File: src/evc_params.svh
// Purpose: offsets, field positions, reset values and response codes of the event counter
// Assumes: registers sit in one aligned 32-bit word each, decoded on address bits [7:0]
// Notes: definitions only
`ifndef EVC_PARAMS_SVH
`define EVC_PARAMS_SVH

// register byte offsets
`define EVC_OFF_CTRL 8'h00
`define EVC_OFF_CMD 8'h04
`define EVC_OFF_TERM 8'h08
`define EVC_OFF_COUNT 8'h0c
`define EVC_OFF_STATUS 8'h10

// control word fields
`define EVC_CTRL_ACTIVE_BIT 0
`define EVC_CTRL_BEGIN_BIT 1
`define EVC_CTRL_CLEAR_LSB 4
`define EVC_CTRL_CLEAR_MSB 5
`define EVC_CTRL_MASK 32'h0000_0033

// command and status fields
`define EVC_CMD_RESTART_BIT 0
`define EVC_STAT_RUN_BIT 0
`define EVC_STAT_LIMIT_BIT 1

// reset values
`define EVC_CTRL_RESET 32'h0000_0000
`define EVC_TERM_RESET 32'h0000_ffff
`define EVC_COUNT_ZERO 32'h0000_0000

// bus response codes
`define EVC_RESP_OKAY 2'h0
`define EVC_RESP_SLVERR 2'h2

`endif

File: src/evc_pkg.sv
// Purpose: types shared by the event counter files
// Assumes: AXI4-Lite with 32-bit address and data
// Notes: numeric constants live in evc_params.svh
package evc_pkg;

  // how counting begins
  typedef enum logic {
    EVC_BEGIN_OFF = 1'b0,
    EVC_BEGIN_LIMIT = 1'b1
  } evc_begin_src_t;

  // what clears the count; code 2'b11 acts as off
  typedef enum logic [1:0] {
    EVC_CLEAR_OFF = 2'b00,
    EVC_CLEAR_EVENT = 2'b01,
    EVC_CLEAR_LIMIT = 2'b10,
    EVC_CLEAR_RSVD = 2'b11
  } evc_clear_src_t;

  // counter state
  typedef enum logic {
    EVC_IDLE = 1'b0,
    EVC_RUN = 1'b1
  } evc_state_t;

  // master to slave
  typedef struct packed {
    logic [31:0] awaddr;
    logic awvalid;
    logic [31:0] wdata;
    logic [3:0] wstrb;
    logic wvalid;
    logic bready;
    logic [31:0] araddr;
    logic arvalid;
    logic rready;
  } evc_axil_req_t;

  // slave to master
  typedef struct packed {
    logic awready;
    logic wready;
    logic [1:0] bresp;
    logic bvalid;
    logic arready;
    logic [31:0] rdata;
    logic [1:0] rresp;
    logic rvalid;
  } evc_axil_rsp_t;

endpackage

File: src/evc_sync.sv
// Purpose: two-flop synchroniser for pin inputs
// Assumes: inputs are slow levels against aclk
// Notes: only the second stage is visible outside
`timescale 1ns/1ps
`default_nettype none
module evc_sync #(
  parameter int unsigned W = 2
) (
  input wire logic aclk,
  input wire logic aresetn,
  input wire logic [W-1:0] async_in,
  output var logic [W-1:0] sync_out
);
  logic [W-1:0] stage1;

  // first stage feeds only the second
  always_ff @(posedge aclk)
  begin
    if (!aresetn)
    begin
      stage1 <= '0;
      sync_out <= '0;
    end
    else
    begin
      stage1 <= async_in;
      sync_out <= stage1;
    end
  end
endmodule // evc_sync
`default_nettype wire

File: src/evc_event_counter.sv
// Purpose: event counter with software restart, auto start and terminal-count wrap
// Assumes: pins are asynchronous; AXI4-Lite master keeps one write and one read in flight
// Notes: counts rising edges of count_event_pin
// Operation
// (RQ1) With begin source off the counter starts only when the restart command arrives.
// (RQ2) With begin source off a further restart clears the count to zero and counting goes on at once.
// (RQ3) With begin source off a clear by event or by limit sets the count to zero and idles until restart.
// (RQ4) With begin source on limit the counter starts as soon as it is activated.
// (RQ5) With begin source on limit a restart clears the count to zero and counting carries on.
// (RQ6) With clear source on limit, reaching the terminal count raises the end event, clears and continues; with begin source off the code idles instead.
// (RQ7) Each counted event adds one while running, and the count can be read at any time.
`timescale 1ns/1ps
`default_nettype none
`include "evc_params.svh"
module evc_event_counter #(
  parameter int unsigned CW = 32
) (
  input wire logic aclk,
  input wire logic aresetn,
  input wire evc_pkg::evc_axil_req_t axil_req,
  output var evc_pkg::evc_axil_rsp_t axil_rsp,
  input wire logic count_event_pin,
  input wire logic clear_event_pin,
  output var logic count_limit_reached,
  output var logic counter_running
);
  import evc_pkg::*;

  logic [31:0] ctrl;
  logic [CW-1:0] terminal_count;
  logic [CW-1:0] current_count;
  logic [CW-1:0] next_count;
  evc_state_t state;
  evc_state_t next_state;
  logic restart_go;
  logic limit_flag;
  logic [1:0] pins_sync;
  logic [1:0] pins_prev;
  logic [7:0] wr_addr;
  logic [31:0] wr_data;
  logic [3:0] wr_strb;

  // byte-lane merge of a write into a stored word
  function automatic logic [31:0] merge_bytes(input logic [31:0] old_v, input logic [31:0] new_v,
                                              input logic [3:0] strb);
    logic [31:0] res;
    res = old_v;
    for (int i = 0; i < 4; i++)
    begin
      if (strb[i])
        res[i*8 +: 8] = new_v[i*8 +: 8];
    end
    return res;
  endfunction

  // true for an address that holds a register
  function automatic logic is_mapped(input logic [7:0] a);
    return (a == `EVC_OFF_CTRL) || (a == `EVC_OFF_CMD) || (a == `EVC_OFF_TERM) ||
           (a == `EVC_OFF_COUNT) || (a == `EVC_OFF_STATUS);
  endfunction

  evc_sync #(.W(2)) u_sync (
    .aclk(aclk),
    .aresetn(aresetn),
    .async_in({clear_event_pin, count_event_pin}),
    .sync_out(pins_sync)
  );

  // control fields and event decode
  wire logic ctrl_active = ctrl[`EVC_CTRL_ACTIVE_BIT];
  wire evc_begin_src_t begin_sel = evc_begin_src_t'(ctrl[`EVC_CTRL_BEGIN_BIT]);
  wire evc_clear_src_t clear_sel = evc_clear_src_t'(ctrl[`EVC_CTRL_CLEAR_MSB:`EVC_CTRL_CLEAR_LSB]);
  wire logic running = (state == EVC_RUN);
  wire logic count_edge = pins_sync[0] & ~pins_prev[0];
  wire logic clear_edge = pins_sync[1] & ~pins_prev[1];
  wire logic inc = running & count_edge; // [RQ7]
  wire logic [CW-1:0] count_plus = CW'(current_count + 1'b1);
  wire logic wrap_go = running & (clear_sel == EVC_CLEAR_LIMIT) & (current_count == terminal_count); // [RQ6]
  wire logic clr_event_go = clear_edge & (clear_sel == EVC_CLEAR_EVENT); // [RQ3]
  wire logic clear_go = wrap_go | clr_event_go;
  wire logic end_pulse = ctrl_active & inc & ~restart_go & ~clear_go & (count_plus == terminal_count); // [RQ6]

  // next counter state: restart beats clear beats counting
  always_comb
  begin
    next_state = state;
    next_count = current_count;
    if (!ctrl_active)
      next_state = EVC_IDLE;
    else if (restart_go)
    begin
      next_count = '0; // [RQ2] [RQ5]
      next_state = EVC_RUN; // [RQ1]
    end
    else if (clear_go)
    begin
      next_count = '0; // [RQ3] [RQ6]
      next_state = (begin_sel == EVC_BEGIN_LIMIT) ? EVC_RUN : EVC_IDLE; // [RQ3] [RQ6]
    end
    else
    begin
      if (begin_sel == EVC_BEGIN_LIMIT)
        next_state = EVC_RUN; // [RQ4]
      if (inc)
        next_count = count_plus; // [RQ7]
    end
  end

  // counter registers
  always_ff @(posedge aclk)
  begin
    if (!aresetn)
    begin
      state <= EVC_IDLE;
      current_count <= CW'(`EVC_COUNT_ZERO);
      pins_prev <= 2'h0;
      counter_running <= 1'b0;
      count_limit_reached <= 1'b0;
    end
    else
    begin
      state <= next_state;
      current_count <= next_count;
      pins_prev <= pins_sync;
      counter_running <= (next_state == EVC_RUN);
      count_limit_reached <= end_pulse; // [RQ6]
    end
  end

  // bus handshakes
  wire logic aw_take = axil_req.awvalid & axil_rsp.awready;
  wire logic w_take = axil_req.wvalid & axil_rsp.wready;
  wire logic wr_fire = ~axil_rsp.awready & ~axil_rsp.wready & ~axil_rsp.bvalid;
  wire logic b_take = axil_rsp.bvalid & axil_req.bready;
  wire logic ar_take = axil_req.arvalid & axil_rsp.arready;
  wire logic r_take = axil_rsp.rvalid & axil_req.rready;
  wire logic [7:0] rd_addr = axil_req.araddr[7:0];

  // register write decode
  wire logic wr_ctrl = wr_fire & (wr_addr == `EVC_OFF_CTRL);
  wire logic wr_term = wr_fire & (wr_addr == `EVC_OFF_TERM);
  wire logic wr_cmd = wr_fire & (wr_addr == `EVC_OFF_CMD) & wr_strb[0] & wr_data[`EVC_CMD_RESTART_BIT];
  wire logic limit_clr = wr_fire & (wr_addr == `EVC_OFF_STATUS) & wr_strb[0] & wr_data[`EVC_STAT_LIMIT_BIT];

  // read data selection
  wire logic [31:0] status_word = {30'h0, limit_flag, running};
  wire logic [31:0] rd_data = (rd_addr == `EVC_OFF_CTRL) ? ctrl :
                              (rd_addr == `EVC_OFF_TERM) ? 32'(terminal_count) :
                              (rd_addr == `EVC_OFF_COUNT) ? 32'(current_count) : // [RQ7]
                              (rd_addr == `EVC_OFF_STATUS) ? status_word : 32'h0;

  // write capture, write response and read channel in one process, so each response field has one driver
  always_ff @(posedge aclk)
  begin
    if (!aresetn)
    begin
      axil_rsp.awready <= 1'b1;
      axil_rsp.wready <= 1'b1;
      axil_rsp.bvalid <= 1'b0;
      axil_rsp.bresp <= `EVC_RESP_OKAY;
      axil_rsp.arready <= 1'b1;
      axil_rsp.rvalid <= 1'b0;
      axil_rsp.rdata <= 32'h0;
      axil_rsp.rresp <= `EVC_RESP_OKAY;
      wr_addr <= 8'h0;
      wr_data <= 32'h0;
      wr_strb <= 4'h0;
    end
    else
    begin
      if (aw_take)
      begin
        wr_addr <= axil_req.awaddr[7:0];
        axil_rsp.awready <= 1'b0;
      end
      if (w_take)
      begin
        wr_data <= axil_req.wdata;
        wr_strb <= axil_req.wstrb;
        axil_rsp.wready <= 1'b0;
      end
      if (wr_fire)
      begin
        axil_rsp.bvalid <= 1'b1;
        axil_rsp.bresp <= is_mapped(wr_addr) ? `EVC_RESP_OKAY : `EVC_RESP_SLVERR;
      end
      if (b_take)
      begin
        axil_rsp.bvalid <= 1'b0;
        axil_rsp.awready <= 1'b1;
        axil_rsp.wready <= 1'b1;
      end
      // read answer one cycle after the address is taken
      if (ar_take)
      begin
        axil_rsp.arready <= 1'b0;
        axil_rsp.rvalid <= 1'b1;
        axil_rsp.rdata <= rd_data;
        axil_rsp.rresp <= is_mapped(rd_addr) ? `EVC_RESP_OKAY : `EVC_RESP_SLVERR;
      end
      if (r_take)
      begin
        axil_rsp.rvalid <= 1'b0;
        axil_rsp.arready <= 1'b1;
      end
    end
  end

  // software registers; the limit flag set wins over its clear
  always_ff @(posedge aclk)
  begin
    if (!aresetn)
    begin
      ctrl <= `EVC_CTRL_RESET;
      terminal_count <= CW'(`EVC_TERM_RESET);
      restart_go <= 1'b0;
      limit_flag <= 1'b0;
    end
    else
    begin
      if (wr_ctrl)
        ctrl <= merge_bytes(ctrl, wr_data, wr_strb) & `EVC_CTRL_MASK;
      if (wr_term)
        terminal_count <= CW'(merge_bytes(32'(terminal_count), wr_data, wr_strb));
      restart_go <= wr_cmd; // [RQ1] [RQ2] [RQ5]
      limit_flag <= end_pulse | (limit_flag & ~limit_clr);
    end
  end
endmodule // evc_event_counter
`default_nettype wire

File: config.mk
export PLATFORM = sky130hd
export DESIGN_NAME = evc_event_counter
export DESIGN_NICKNAME = d
export VERILOG_FILES = /design/src/evc_pkg.sv /design/src/evc_sync.sv /design/src/evc_event_counter.sv
export VERILOG_INCLUDE_DIRS = /design/src /design/src/src
export SDC_FILE = /design/constraint.sdc
export NUM_CORES = 1
export LEC_CHECK = 0
export BUFFER_PORTS_ARGS = -buffer_cell sky130_fd_sc_hd__buf_2
export CAP_MARGIN = 30
export CORE_MARGIN = 5
export CORE_UTILIZATION = 60
export DETAILED_ROUTE_END_ITERATION = 7
export HOLD_SLACK_MARGIN = 0.15
export PLACE_DENSITY = 0.86
export SYNTH_ARGS = -nofsm -noshare
export SYNTH_HDL_FRONTEND = slang
export SYNTH_SLANG_ARGS = --single-unit
File: constraint.sdc
create_clock -name aclk -period 4 [get_ports aclk]
set_clock_uncertainty 0.05 [all_clocks]
set_input_delay 0.2 -clock aclk [delete_from_list [all_inputs] [get_ports aclk]]
set_output_delay 0.2 -clock aclk [all_outputs]
set_load 0.05 [all_outputs]
# Word level (Yosys, flattened, before mapping)
# Index checks and enable logic that the tools add are counted.
[word_totals]
in_bits = 109
reg_bits = 163
[classes]
bitwise_logic = 37
reduce_logical = 21
n_eq_ne = 12
muxes = 13
n_addsub = 1
[op_table]
columns = ["cell", "count"]
rows = [
  ["32-bit 2-to-1 mux", 6],
  ["32-bit equality test", 2],
  ["32-bit by 1-bit adder with 32-bit output (second input constant)", 1],
  ["8-bit by 4-bit equality test with 1-bit output (second input constant)", 4],
  ["1-bit AND", 26],
  ["8-bit by 3-bit equality test with 1-bit output (second input constant)", 2],
  ["8-bit by 5-bit equality test with 1-bit output (second input constant)", 2],
  ["8-bit zero test", 2],
  ["2-bit AND reduction", 7],
  ["1-bit NOT", 9],
  ["1-bit logical OR", 8],
  ["2-bit 2-to-1 mux", 3],
  ["3-bit nonzero test", 2],
  ["1-bit 2-to-1 mux", 4],
  ["2-bit OR reduction", 2],
  ["2-bit by 1-bit equality test with 1-bit output (second input constant)", 1],
  ["2-bit equality test (second input constant)", 1],
  ["1-bit bitwise OR", 2],
]

# Longest topological paths before layout
[depth]
word_depth = 9
depth_mapped = 10
mapped_depth_nobuf = 8

# Hierarchy
# Synthesis repeated with hierarchy kept, for this count alone.
[hier_totals]
cells_unflattened = 1040
area_unflattened_um2 = 8144.1
[by_module_without_submodules]
columns = ["mod", "cells_per_inst", "area_per_inst_um2", "seq_area_each_um2", "n_inst"]
rows = [
  ["evc_event_counter", 1032, 8039.0, 3143.0, 1],
  ["evc_sync", 8, 105.1, 80.1, 1],
]

# Worst setup path after synthesis
# OpenSTA, ideal clock, no wires.
[synth_path]
path_type = "reg2reg"
from = "reg state, in the netlist running"
to = "reg current_count[16]"
required_ns = 3.818
setup_slack_ns = 1.471
setup_time_ns = 0.132
stages_incl_launch_ff = 8
arrival_time_ns = 2.347
period_less_slack_ns = 2.529
path_cell_list = "dfxtp_1 -> inv_1 -> nor3b_1 -> nand2_1 -> or3_1 -> nor3b_1 -> o21ai_0 -> a21oi_1"
[synth_via]
elab_chain_cells = 5
[synth_lines]
columns = ["element", "line_no", "text"]
rows = [
  ["from (decl)", "evc_event_counter.sv:33", "evc_state_t state;"],
  ["from (signal assigned)", "evc_event_counter.sv:122", "state <= next_state;"],
  ["1-bit AND (2 in series)", "evc_event_counter.sv:78", "wire logic wrap_go = running & (clear_sel == EVC_CLEAR_LIMIT) & (current_count == terminal_count);"],
  ["1-bit bitwise OR", "evc_event_counter.sv:80", "wire logic clear_go = wrap_go | clr_event_go;"],
  ["3-bit nonzero test (no line) / 32-bit 2-to-1 mux (equally long branches)", "n/a", ""],
  ["2-bit AND reduction (no line) / 32-bit 2-to-1 mux (equally long branches)", "n/a", ""],
  ["to (signal assigned)", "evc_event_counter.sv:115", "current_count <= CW'(`EVC_COUNT_ZERO);"],
  ["to (signal assigned)", "evc_event_counter.sv:123", "current_count <= next_count;"],
  ["to (decl)", "evc_event_counter.sv:31", "logic [CW-1:0] current_count;"],
]
# Several ways; a longest one is shown, not always the timed one.
# A chain may end at the register's enable or synchronous reset.

# Final worst setup path
[layout_path]
from = "reg current_count[11]"
to = "reg current_count[8]"
[layout_via]
elab_chain_cells = 5
[layout_lines]
columns = ["element", "line_no"]
rows = [
  ["32-bit equality test (*)", "evc_event_counter.sv:78"],
  ["1-bit AND (*)", "evc_event_counter.sv:78"],
  ["1-bit bitwise OR (*)", "evc_event_counter.sv:80"],
  ["3-bit nonzero test (no line) / 32-bit 2-to-1 mux (equally long branches)", "n/a"],
  ["2-bit AND reduction (no line) / 32-bit 2-to-1 mux (equally long branches)", "n/a"],
]
# Mark *: on every way between the ends. The rest lies on a longest branch, timed or not.

==> metrics.csv <==
metric;value;unit
drv_cap;0;
cts-htree-levels;4;
start_util;0.606;
worstSetupStartpoint;current_count[11];
post_cts_resized;0;
fin_nets;1244;
gp_congestion;0.999;
finalCritPeriodShare;0.771;
grt_pass1_wl;44300;microns
comb_power_share;0.100;
ir_worst_vdd;507;uV
synth_common_cells;nand2_1 (195), dfxtp_1 (161), a21oi_1 (94);
timing.setup.tns;0;ns
reg2reg_slack;0.92;ns
track_usage;0.354;
ys.flop_type;dfxtp_1;
placementRows;42;
drc;0;
period_needed;3.08;ns
p_leak;3.61;nW
worstPathArrival;3.36;ns
seq_area_frac_synth;0.407;
switching_share;0.260;
cts_tree;done;
critPathCaptureType;flop;
cts_buffers;17;
cp-endpoint;current_count[8];
die-area;15600;sq um
synth_top_area_frac;0.407;
num_vias;8729;
status;completed;
crit_type;reg2reg;
synth_cell_types;75;
synth_area_leaders;dfxtp_1 (41%), nand2_1 (9.2%), a21oi_1 (5.9%);
core;13100;sq um
die_y;125;microns
clock_latency;0.44;ns
finalHoldWorstSlack;0.161;ns
clk_pin_slew;0.06;ns
pwr-share-seq;0.457;
clk_root_buffer_cell;clkbuf_16;
place_hpwl;16900;microns
avgSynthCellArea;7.83;sq um
grt_pass1_vias;8323;
die_width;125;microns
cp.required;4.27;ns
grt_max_degree;86;
wl_per_cell;21.6;microns
synthArstFlopShare;0;
rsz0062_at_grt;false;
numPortBuffers;101;
drive_above_1_share;0.149;
p_total;3.71;mW
area_growth_syn_to_layout;22.7;%
maxSlewViolCount;0;
antenna_found_initial;1;
clkPwrFrac;0.444;
via_per_inst;6.60;
syn_inst;1012;
hold_class;in2reg;
r2r_cells;8;
yosys_warnings;0;
p_per_area;381;nW/um^2
switching_power;963;uW
fmax;0.324;GHz
first_iter_violations;1369;
critPathLaunchType;flop;
syn-cell-area;7920;sq um
tightest_slew;1.13;ns
utilization;0.743;
hp-start;axil_req[8];
synth.most_common_cell;nand2_1;
firstDrtPassIters;6;
timing_hold_violations_final;0;
setup_viol;0;
clockBufferDepth;2;
synth_edf_count;0;
cts.sinks;161;
p_int;2.74;mW
r2r_start;current_count[11];
nFillCells;906;
synth_seq_cells;161;
grt_overflow;0;
wl;28600;microns
r2r_end;current_count[8];
antenna_left;0;
slew_headroom;0.238;
io_pins;152;
yosysTopAreaCell;dfxtp_1;
worst-path-max-fanout;19;
==> worst max-delay path, stage by stage (launching register included) <==
cell     delay [ns]
dfxtp_1        0.56
xor2_1         0.22
or4_1          0.56
nor4_1         0.24
a31o_2         0.30
or2_1          0.41
buf_12         0.22
nor3_1         0.11
o221a_2        0.31
==> state kept, by name, summed over array words and instances (netlist names), 2 cells and up <==
register / count
axil_rsp: 39
current_count: 32
terminal_count: 32
wr_data: 32
wr_addr: 8
ctrl: 4
wr_strb: 4
pins_prev: 2
u_sync.stage1: 2
u_sync.sync_out: 2
==> through the flow <==
stage | instances | worst slack, ns | cell area, sq um
2_1_floorplan | 1013 | 1.47 | 7930
3_3_place_gp | 1228 | 0.969 | 8450
3_5_place_dp | 1231 | 0.977 | 8530
4_1_cts | 1322 | 0.943 | 9720
5_1_grt | 1323 | 0.795 | 9720
6_report | 1323 | 0.916 | 9720
==> repair_timing <==
action | 4_1_cts | 5_1_grt
setup buffers | 0 | 0
hold buffers | 60 | 0
hold endpoints to repair | 51 | 0
==> worst min-delay path by stage <==
| stage | end | slack, ns | cells past startpoint |
|---|---|---|---|
| floorplan | axil_rsp[39] | 0.25 | 1 |
| global placement | axil_rsp[39] | 0.36 | 2 |
| detailed placement | u_sync.stage1[1] | 0.36 | 2 |
| CTS | axil_rsp[2] | 0.15 | 4 |
| global route | axil_rsp[2] | 0.19 | 4 |
| finish | axil_rsp[2] | 0.16 | 4 |
==> cells by family (layout without fill, tap and decap cells) <==
family / count (synthesis) / after routing / synth area share
simple gates: 488 / 488 / 0.300
compound gates: 218 / 218 / 0.182
flops: 161 / 161 / 0.407
buf+inv: 92 / 225 / 0.0515
xor+xnor: 45 / 45 / 0.0497
mux: 6 / 6 / 0.00774
fa+ha+maj: 1 / 1 / 0.00158
other cells: 1 / 3 / 0.000473
==> placed cells by master, fill, tap and decap left out, drive strengths merged, types with 8 or more instances in the layout <==
master	n
buf	123
dfxtp	161
nor3	45
a221oi	16
xor2	10
o2111ai	14
nand2b	14
inv	12
nor2	66
nor3b	8
nor4	17
clkbuf	21
xnor2	35
nand2	196
and2	14
nand4	16
o21ai	30
dlygate4sd3	60
or4	12
and3	10
a21oi	94
a32o	15
nand3	69
==> cell type report <==
cell class                      count  area, sq um  area share
Tap cell                          176          220      0.0226
Multi-Input combinational cell    760         4300       0.443
Timing Repair Buffer              183         1340       0.138
Clock inverter                     10          128      0.0131
Inverter                           11         42.5     0.00438
Clock buffer                       21          460      0.0474
Antenna cell                        1         2.50    0.000257
Sequential cell                   161         3220       0.331
==> power groups by stage <==
| stage | clock, mW | combinational [mW] | sequential [mW] |
|---|---|---|---|
| finish | 1.64 | 0.369 | 1.69 |
| CTS | 1.63 | 0.344 | 1.69 |
| floorplan | 0 | 0.145 | 1.77 |
| global route | 1.71 | 0.389 | 1.70 |
| detailed placement | 0 | 0.295 | 1.72 |
| global placement | 0 | 0.277 | 1.72 |
==> routing by layer <==
metal,vias to the layer above,global-route usage,wire length (microns)
met5,-,0,0
met4,0,0.172,1440
met3,130,0.0806,3110
met2,650,0.595,13500
met1,4085,0.428,10500
li1,3864,-,-
Note: power is estimated with default switching activity, not from simulation.
